$ cat config.mk
export PLATFORM = sky130hd
export DESIGN_NAME = xor_swap_direction_load_op_exec
export DESIGN_NICKNAME = d
export VERILOG_FILES = /design/src/logic/xsd_pkg.sv /design/src/logic/xor_swap_direction_load_op_exec.sv
export SDC_FILE = /design/constraint.sdc
export NUM_CORES = 1
export LEC_CHECK = 0
export ABC_AREA = 1
export BUFFER_PORTS_ARGS = -buffer_cell sky130_fd_sc_hd__buf_2
export CORE_MARGIN = 5
export CORE_UTILIZATION = 50
export DETAILED_ROUTE_END_ITERATION = 16
export PLACE_DENSITY = 0.73
export SLEW_MARGIN = 20
export SYNTH_ARGS = -nofsm -noshare
export SYNTH_HDL_FRONTEND = slang
export SYNTH_SLANG_ARGS = --single-unit
$ cat constraint.sdc
create_clock -name clk -period 2.8 [get_ports clk]
set_clock_uncertainty 0.2 [all_clocks]
set_input_delay 0 -clock clk [delete_from_list [all_inputs] [get_ports clk]]
set_output_delay 0 -clock clk [all_outputs]
set_load 0.03 [all_outputs]
$ cat src/logic/xsd_pkg.sv
// package: opcodes, phase states, field positions and reset values
// for the xor / nibble swap / direction load execute block
// assumes one core clock, one phase per clock edge
package xsd_pkg;
   // instruction word layout (14 bits)
   localparam int          INSN_W       = 14;
   localparam int          DATA_W       = 8;
   localparam int          ADDR_W       = 7;
   localparam int          DEST_BIT     = 7;
   localparam int          OP6_HI       = 13;
   localparam int          OP6_LO       = 8;
   localparam int          DIR_SEL_HI   = 2;
   // opcode patterns in bits 13:8
   localparam logic [5:0]  XOR_LIT_OP6  = 6'h3a;
   localparam logic [5:0]  XOR_FILE_OP6 = 6'h06;
   localparam logic [5:0]  SWAP_OP6     = 6'h0e;
   // direction load: bits 13:3 fixed pattern, then 3-bit select
   localparam logic [10:0] DIR_LOAD_PAT = 11'h00c;
   localparam logic [2:0]  DIR_SEL_MIN  = 3'h5;
   localparam logic [2:0]  DIR_SEL_MAX  = 3'h7;
   // file addresses of the three direction registers
   localparam logic [6:0]  DIR_ADDR_BASE = 7'h05;
   localparam logic [6:0]  DIR_ADDR_5   = 7'h05;
   localparam logic [6:0]  DIR_ADDR_7   = 7'h07;
   // reset values
   localparam logic [7:0]  W_RESET      = 8'h00;
   localparam logic [7:0]  DIR_RESET    = 8'hff;
   localparam logic        ZERO_RESET   = 1'b0;
   // four phases of one instruction cycle, gray order
   typedef enum logic [1:0] {
      PH_DECODE  = 2'b00,
      PH_READ    = 2'b01,
      PH_PROCESS = 2'b11,
      PH_WRITE   = 2'b10
   } phase_t;
   // decoded operation
   typedef enum logic [2:0] {
      OP_NONE     = 3'h0,
      OP_XOR_LIT  = 3'h1,
      OP_XOR_FILE = 3'h2,
      OP_SWAP     = 3'h3,
      OP_DIR_LOAD = 3'h4
   } op_t;
endpackage

$ cat src/logic/xor_swap_direction_load_op_exec.sv
// execute block for literal xor, file xor, nibble swap, direction load
// assumes an outside register file answering reads combinationally
// in the read phase and taking one write pulse in the decode phase after the write phase
`timescale 1ns/10ps
module xor_swap_direction_load_op_exec (
   input  wire logic        clk,          // core clock, one phase per edge
   input  wire logic        sys_rst,      // async reset, active high
   input  wire logic [13:0] insn,         // instruction word, held all cycle
   input  wire logic [7:0]  file_rdata,   // outside register file read data
   output logic             phase_start,  // high in decode phase
   output logic [6:0]       file_addr,    // file register address
   output logic             file_re,      // read strobe, read phase
   output logic             file_we,      // write strobe, decode phase after write
   output logic [7:0]       file_wdata,   // write data
   output logic [7:0]       w_reg,        // working register
   output logic             zero_flag,    // zero status flag
   output logic             zero_we,      // pulse when zero flag updated
   output logic [7:0]       dir5,         // direction register 5
   output logic [7:0]       dir6,         // direction register 6
   output logic [7:0]       dir7          // direction register 7
);

////////////////////////////////////////////////////////////////////////
// decode helpers

   // classify an instruction word
   function automatic xsd_pkg::op_t decode_op(input logic [13:0] i);
      logic [5:0] op6;
      op6 = i[xsd_pkg::OP6_HI:xsd_pkg::OP6_LO];
      if (op6 == xsd_pkg::XOR_LIT_OP6)
         decode_op = xsd_pkg::OP_XOR_LIT;
      else if (op6 == xsd_pkg::XOR_FILE_OP6)
         decode_op = xsd_pkg::OP_XOR_FILE;
      else if (op6 == xsd_pkg::SWAP_OP6)
         decode_op = xsd_pkg::OP_SWAP;
      else if (i[13:3] == xsd_pkg::DIR_LOAD_PAT &&
               i[2:0] >= xsd_pkg::DIR_SEL_MIN)
         decode_op = xsd_pkg::OP_DIR_LOAD;
      else
         decode_op = xsd_pkg::OP_NONE;
   endfunction

   // true when an address hits a direction register
   function automatic logic is_dir(input logic [6:0] a);
      is_dir = (a >= xsd_pkg::DIR_ADDR_5) && (a <= xsd_pkg::DIR_ADDR_7);
   endfunction

////////////////////////////////////////////////////////////////////////
// state

   xsd_pkg::phase_t phase, next_phase;     // current phase
   xsd_pkg::op_t    op, next_op;           // latched operation
   logic [7:0]      operand, next_operand; // literal or read value
   logic [7:0]      result, next_result;   // processed value
   logic            dest, next_dest;       // destination bit
   logic [6:0]      next_file_addr;
   logic            next_file_re;
   logic            next_file_we;
   logic [7:0]      next_file_wdata;
   logic [7:0]      next_w_reg;
   logic            next_zero_flag;
   logic            next_zero_we;
   logic [7:0]      next_dir5, next_dir6, next_dir7;
   logic            next_phase_start;
   logic [7:0]      rdata_mux;             // read data incl. direction regs
   logic [2:0]      dsel;                  // direction select index

////////////////////////////////////////////////////////////////////////
// next state

   // one process sequences the four phases and computes all outputs
   always_comb begin
      next_phase       = phase;
      next_op          = op;
      next_operand     = operand;
      next_result      = result;
      next_dest        = dest;
      next_file_addr   = file_addr;
      next_file_re     = 1'b0;
      next_file_we     = 1'b0;
      next_file_wdata  = file_wdata;
      next_w_reg       = w_reg;
      next_zero_flag   = zero_flag;
      next_zero_we     = 1'b0;
      next_dir5        = dir5;
      next_dir6        = dir6;
      next_dir7        = dir7;
      next_phase_start = 1'b0;
      dsel             = insn[xsd_pkg::DIR_SEL_HI:0];
      // direction registers answer reads by address
      case (file_addr)
         xsd_pkg::DIR_ADDR_5: rdata_mux = dir5;
         xsd_pkg::DIR_ADDR_BASE + 7'h01:
                              rdata_mux = dir6;      // middle register
         xsd_pkg::DIR_ADDR_7: rdata_mux = dir7;
         default:             rdata_mux = file_rdata;
      endcase
      case (phase)
         xsd_pkg::PH_DECODE: begin
            next_op        = decode_op(insn);
            next_dest      = insn[xsd_pkg::DEST_BIT];
            next_file_addr = insn[6:0];
            next_phase     = xsd_pkg::PH_READ;
            // read strobe in next phase for file operations
            next_file_re   = (decode_op(insn) == xsd_pkg::OP_XOR_FILE) ||
                             (decode_op(insn) == xsd_pkg::OP_SWAP);
         end
         xsd_pkg::PH_READ: begin
            if (op == xsd_pkg::OP_XOR_LIT)
               next_operand = insn[7:0];
            else
               next_operand = rdata_mux;
            next_phase = xsd_pkg::PH_PROCESS;
         end
         xsd_pkg::PH_PROCESS: begin
            case (op)
               xsd_pkg::OP_XOR_LIT,
               xsd_pkg::OP_XOR_FILE:
                  next_result = w_reg ^ operand;
               xsd_pkg::OP_SWAP:
                  next_result = {operand[3:0], operand[7:4]};
               default:
                  next_result = w_reg;
            endcase
            next_phase = xsd_pkg::PH_WRITE;
         end
         xsd_pkg::PH_WRITE: begin
            case (op)
               xsd_pkg::OP_XOR_LIT: begin
                  next_w_reg     = result;
                  next_zero_flag = (result == 8'h00);
                  next_zero_we   = 1'b1;
               end
               xsd_pkg::OP_XOR_FILE,
               xsd_pkg::OP_SWAP: begin
                  if (!dest)
                     next_w_reg = result;
                  else if (is_dir(file_addr)) begin
                     if (file_addr == xsd_pkg::DIR_ADDR_5)
                        next_dir5 = result;
                     else if (file_addr == xsd_pkg::DIR_ADDR_7)
                        next_dir7 = result;
                     else
                        next_dir6 = result;
                  end else begin
                     next_file_we    = 1'b1;
                     next_file_wdata = result;
                  end
                  // xor updates zero; swap leaves flags alone
                  if (op == xsd_pkg::OP_XOR_FILE) begin
                     next_zero_flag = (result == 8'h00);
                     next_zero_we   = 1'b1;
                  end
               end
               xsd_pkg::OP_DIR_LOAD: begin
                  if (dsel == xsd_pkg::DIR_SEL_MIN)
                     next_dir5 = result;
                  else if (dsel == xsd_pkg::DIR_SEL_MAX)
                     next_dir7 = result;
                  else
                     next_dir6 = result;
               end
               default: ;                                    // no effect
            endcase
            next_phase       = xsd_pkg::PH_DECODE;
            next_phase_start = 1'b1;
         end
         default: next_phase = xsd_pkg::PH_DECODE;
      endcase
   end

////////////////////////////////////////////////////////////////////////
// registers

   // registers only; reset loads constants
   always_ff @(posedge clk or posedge sys_rst) begin
      if (sys_rst) begin
         phase       <= xsd_pkg::PH_DECODE;
         op          <= xsd_pkg::OP_NONE;
         operand     <= 8'h00;
         result      <= 8'h00;
         dest        <= 1'b0;
         file_addr   <= 7'h00;
         file_re     <= 1'b0;
         file_we     <= 1'b0;
         file_wdata  <= 8'h00;
         w_reg       <= xsd_pkg::W_RESET;
         zero_flag   <= xsd_pkg::ZERO_RESET;
         zero_we     <= 1'b0;
         dir5        <= xsd_pkg::DIR_RESET;
         dir6        <= xsd_pkg::DIR_RESET;
         dir7        <= xsd_pkg::DIR_RESET;
         phase_start <= 1'b1;
      end else begin
         phase       <= next_phase;
         op          <= next_op;
         operand     <= next_operand;
         result      <= next_result;
         dest        <= next_dest;
         file_addr   <= next_file_addr;
         file_re     <= next_file_re;
         file_we     <= next_file_we;
         file_wdata  <= next_file_wdata;
         w_reg       <= next_w_reg;
         zero_flag   <= next_zero_flag;
         zero_we     <= next_zero_we;
         dir5        <= next_dir5;
         dir6        <= next_dir6;
         dir7        <= next_dir7;
         phase_start <= next_phase_start;
      end
   end

endmodule

Word level (Yosys, flattened, before mapping)
Cells that the tools add are included.
W data, S select, Z words.
{"block": "word_totals", "register_bits": 74, "input_bits": 24, "elab_cells": 107}
{"block": "op_classes", "magnitude_cmp": 3, "n_eq_ne": 30, "muxes": 41, "bitwise": 2, "n_reduce_logical": 15}
{"op": "$mux W8", "n": 18}
{"op": "$pmux W8 S2", "n": 5}
{"op": "$ne A2 B2 Y1 const B", "n": 12}
{"op": "$pmux W8 S3", "n": 1}
{"op": "$eq A7 B3 Y1 const B", "n": 3}
{"op": "$reduce_and A8 Y1", "n": 2}
{"op": "$mux W3", "n": 5}
{"op": "$eq A3 B2 Y1 const B", "n": 4}
{"op": "$eq A11 B4 Y1 const B", "n": 1}
{"op": "$eq A3 B3 Y1 const B", "n": 3}
{"op": "$mux W1", "n": 9}
{"op": "$logic_not A8 Y1", "n": 1}
{"op": "$pmux W2 S4", "n": 1}
{"op": "$xor A8 B8 Y8", "n": 1}
{"op": "$ge A7 B3 Y1 const B", "n": 1}
{"op": "$le A7 B3 Y1 const B", "n": 1}
{"op": "$eq A6 B3 Y1 const B", "n": 1}
{"op": "$eq A6 B4 Y1 const B", "n": 1}
{"op": "$eq A6 B6 Y1 const B", "n": 1}
{"op": "$reduce_and A3 Y1", "n": 2}
{"op": "$reduce_and A6 Y1", "n": 1}
{"op": "$eq A2 B2 Y1 const B", "n": 2}
{"op": "$pmux W1 S2", "n": 2}
{"op": "$reduce_and A4 Y1", "n": 1}
{"op": "9 further kinds", "n": 12}

Longest topological paths before layout
{"block": "depth", "word_depth": 10, "ltp_mapped": 10}

Worst setup path before layout
Ideal clock, no wire load.
{"block": "synth_timing", "kind": "register -> register", "startpoint": "register file_addr[3]", "endpoint": "register dir5[0]", "setup_time_ns": 0.078, "arrival_ns": 1.474, "required_ns": 2.522, "setup_slack_ns": 1.048, "stages_incl_launch_ff": 10, "period_less_slack_ns": 1.752, "path_cell_list": "dfrtp_1 > inv_1 > nand2_1 > nor2_4 > nand3_2 > o21ai_2 > nand2_2 > buf_6 > nand2_1 > o21ai_2"}
{"block": "synth_via", "elab_chain_len": 4, "word_cells_on_any_way": 7, "classes_between": "order compare: 2; eq/ne: 3; reduce/logical: 2"}
{"element": "start: declaration", "line": "xor_swap_direction_load_op_exec.sv:11", "text": "output logic [6:0] file_addr,"}
{"element": "start signal: assignment", "line": "xor_swap_direction_load_op_exec.sv:200", "text": "file_addr <= next_file_addr;"}
{"element": "$ge A7 B3 Y1 / $le A7 B3 Y1 (equally long branches)", "line": "xor_swap_direction_load_op_exec.sv:45", "text": "is_dir = (a >= xsd_pkg::DIR_ADDR_5) && (a <= xsd_pkg::DIR_ADDR_7);"}
{"element": "$logic_and A1 B1 Y1", "line": "xor_swap_direction_load_op_exec.sv:45"}
{"element": "$ne A2 B2 Y1 (no source line)"}
{"element": "$reduce_and A6 Y1 (no source line) *"}
{"element": "end signal: assignment", "line": "xor_swap_direction_load_op_exec.sv:190", "text": "dir5 <= xsd_pkg::DIR_RESET;"}
{"element": "end signal: assignment", "line": "xor_swap_direction_load_op_exec.sv:207", "text": "dir5 <= next_dir5;"}
{"element": "end: declaration", "line": "xor_swap_direction_load_op_exec.sv:18", "text": "output logic [7:0] dir5,"}
Every way passes the cells marked *; elsewhere a longest branch is shown, timed or not.
A chain may end at the register's enable or synchronous reset.

Final worst setup path
{"block": "layout_timing", "startpoint": "input insn[12]", "endpoint": "register op[0]"}
{"block": "layout_via", "elab_chain_len": 4, "word_cells_on_any_way": 6, "classes_between": "eq/ne: 3; mux: 3"}
{"element": "start: declaration", "line": "xor_swap_direction_load_op_exec.sv:8", "text": "input wire logic [13:0] insn,"}
{"element": "$eq A6 B4 Y1", "line": "xor_swap_direction_load_op_exec.sv:34", "text": "else if (op6 == xsd_pkg::SWAP_OP6)"}
{"element": "$mux W3", "line": "xor_swap_direction_load_op_exec.sv:34"}
{"element": "$mux W3", "line": "xor_swap_direction_load_op_exec.sv:32", "text": "else if (op6 == xsd_pkg::XOR_FILE_OP6)"}
{"element": "$mux W3 *", "line": "xor_swap_direction_load_op_exec.sv:30", "text": "if (op6 == xsd_pkg::XOR_LIT_OP6)"}
{"element": "end signal: assignment", "line": "xor_swap_direction_load_op_exec.sv:179", "text": "op <= xsd_pkg::OP_NONE;"}
{"element": "end signal: assignment", "line": "xor_swap_direction_load_op_exec.sv:196", "text": "op <= next_op;"}
{"element": "end: declaration", "line": "xor_swap_direction_load_op_exec.sv:52", "text": "xsd_pkg::op_t op, next_op;"}
Marks and branches as above.

==> flow_metrics.env <==
export IMPL_outcome="finished, final reports clean"
export IMPL_post_place_cells=660
export IMPL_ys_types=29
export IMPL_dp_slack_ns=0.782
export IMPL_cts_buffers=9
export IMPL_design_die_area_um2=9540
export IMPL_max_slew_margin=0.451
export IMPL_wire_per_inst_um=15.4
export IMPL_coreArea_um2=7610
export IMPL_tritoncts="done"
export IMPL_synth_most_common_cell="nand2_1"
export IMPL_routed_via_density=5.16
export IMPL_ys_ff_latch=74
export IMPL_num_vias=3620
export IMPL_drive_gt1_frac=0.282
export IMPL_worstRegToRegCells=7
export IMPL_clock_sinks=74
export IMPL_async_reset_ff_frac=1.00
export IMPL_yosysTopAreaCell="dfrtp_1"
export IMPL_grt_pass1_wl_um=18100
export IMPL_nNetsFinal=618
export IMPL_p_leak_nw=2.33
export IMPL_start_util=0.505
export IMPL_final_cell_area_um2=4750
export IMPL_drc=0
export IMPL_hpwlAfterDp_um=7540
export IMPL_track_usage=0.237
export IMPL_die_h_um=97.7
export IMPL_boundaryPins=76
export IMPL_grt_ovfl_total=0
export IMPL_synth_cells=492
export IMPL_min_period_over_period=0.834
export IMPL_grt_max_degree=49
export IMPL_drt_initial_drc_count=231
export IMPL_routed_wl_um=10800
export IMPL_start_kind="input port"
export IMPL_synthToLayoutAreaGrowth_pct=23.5
export IMPL_portBuffers=75
export IMPL_peakVddDrop_mv=0.415
export IMPL_synth_area_top_cells="dfrtp_1 32%, dfstp_2 17%, nand2_1 14%, nand3_1 7.3%, inv_1 5.1%"
export IMPL_finalSetupViolCount=0
export IMPL_num_antenna_cells=0
export IMPL_clk_insertion_delay_late_ns=0.36
export IMPL_tightest_slew_ns=0.822
export IMPL_htreeDepth=3
export IMPL_worst_slack_ns=0.465
export IMPL_period_needed_ns=2.34
export IMPL_post_cts_buffers=0
export IMPL_arrival_ns=2.42
export IMPL_synth_top_area_share=0.319
export IMPL_cp_required_ns=2.88
export IMPL_highest_layer="met4"
export IMPL_wl_met1_um=4660
export IMPL_antenna_found_initial=0
export IMPL_clk_path_buf_depth=2
export IMPL_avgSynthCellArea_um2=7.81
export IMPL_rows=32
export IMPL_firstDrtPassIters=7
export IMPL_cts_resized=0
export IMPL_rsz0062_at_grt="no"
export IMPL_ys_seq_area_frac=0.490
export IMPL_hold_violations=0
export IMPL_place_congestion=0.867
export IMPL_postLayoutCoreUtil=0.624
export IMPL_synthTopCellsByCount="144 x nand2_1, 56 x nand3_1, 52 x inv_1"
export IMPL_crit_type="in -> reg"
export IMPL_clkSlewWorstSetupHoldPaths_ns=0.08
export IMPL_wl_met2_um=5120
export IMPL_final_cell_count_no_fill=701
export IMPL_tns_ns=0
export IMPL_max_freq_mhz=428
export IMPL_ys_warnings_count=0
export IMPL_slew_viol_final=0
export IMPL_r2r_setup_slack_ns=0.75
export IMPL_synth_edff_count=0
export IMPL_dpl_instance_area_um2=4300
export IMPL_cts_hold_buf=25
export IMPL_cap_violations=0
export IMPL_ant_nets=0
export IMPL_crit_path_end_kind="register"
export IMPL_grt_pass1_vias=3678
export IMPL_dr_wl_met3_um=714
export IMPL_synth_ff_type="dfrtp_1"
export IMPL_syn_area_um2=3840
export IMPL_root_buffer="clkbuf_8"
export IMPL_die_x_um=97.7
export IMPL_critPathMaxFanout=2
export IMPL_synth_nets=516
export IMPL_p_per_area_nw_per_um2=465
export IMPL_hp_class="in -> async"
-- per-layer routing --
layer,track usage,vias to the layer above
met1,0.305,1667
met2,0.385,139
met3,0.0675,39
li1,-,1775
met5,0,-
met4,0.0756,0
-- layout by cell type (no fill, tap or decap), types with 5 or more instances in the layout --
cell type / synthesis / final
nor2_1: 51 / 51
nor3_1: 11 / 11
o21ai_2: 19 / 19
dfstp_2: 25 / 25
o21ai_1: 9 / 9
dlygate4sd3_1: 0 / 25
a21oi_1: 6 / 6
o21ai_0: 19 / 19
nand3_1: 56 / 56
inv_2: 5 / 5
nand2_1: 144 / 144
inv_1: 52 / 51
dfrtp_1: 49 / 49
or2_2: 8 / 8
nand2_2: 5 / 5
nor2_4: 6 / 6
clkbuf_8: 0 / 9
buf_2: 2 / 75
-- power by group --
part | switching (mW) | internal [mW]
registers | 0.0298 | 1.10
logic | 0.141 | 0.0787
clock network | 0.444 | 0.418
-- critical path, cell delays in order --
cell           delay [ns]
dlygate4sd3_1        0.56
buf_2                0.15
nor2_1               0.17
nand3_1              0.10
dlygate4sd3_1        0.60
o21ai_0              0.15
dlygate4sd3_1        0.56
nand2_1              0.05
o21ai_0              0.07
-- through the flow --
stage / hold WS [ns] / total power, mW
CTS: 0.225 / 2.21
finish: 0.121 / 2.21
global route: 0.215 / 2.29
detailed placement: 0.0536 / 1.34
floorplan: -0.0790 / 1.26
global placement: 0.0563 / 1.34
-- area by class of cell --
class / instances / area, um^2
fill: 686 / 2860
inverter: 57 / 215
clock buffer: 9 / 124
multi-input combinational: 349 / 1670
timing repair buffer: 103 / 648
clock inverter: 7 / 76.3
sequential: 74 / 1880
tap: 102 / 128
-- worst paths after layout --
check                               from            to
max in group asynchronous        sys_rst       dir7[3]
min in group clk                 insn[4]  file_addr[4]
worst min register to register   dir7[7]       dir7[7]
worst min-delay path             sys_rst      phase[0]
worst max register to register     op[2]     result[4]
worst max-delay path            insn[12]         op[0]
-- cells by family (layout without fill, tap and decap cells) --
logic type,Yosys count,after routing,synth area share
and+or+nand+nor,290,290,0.334
DFF,74,74,0.490
buffers and inverters,69,176,0.0748
AOI/OAI and AO/OA,59,59,0.102
(Power assumes the default switching activity.)
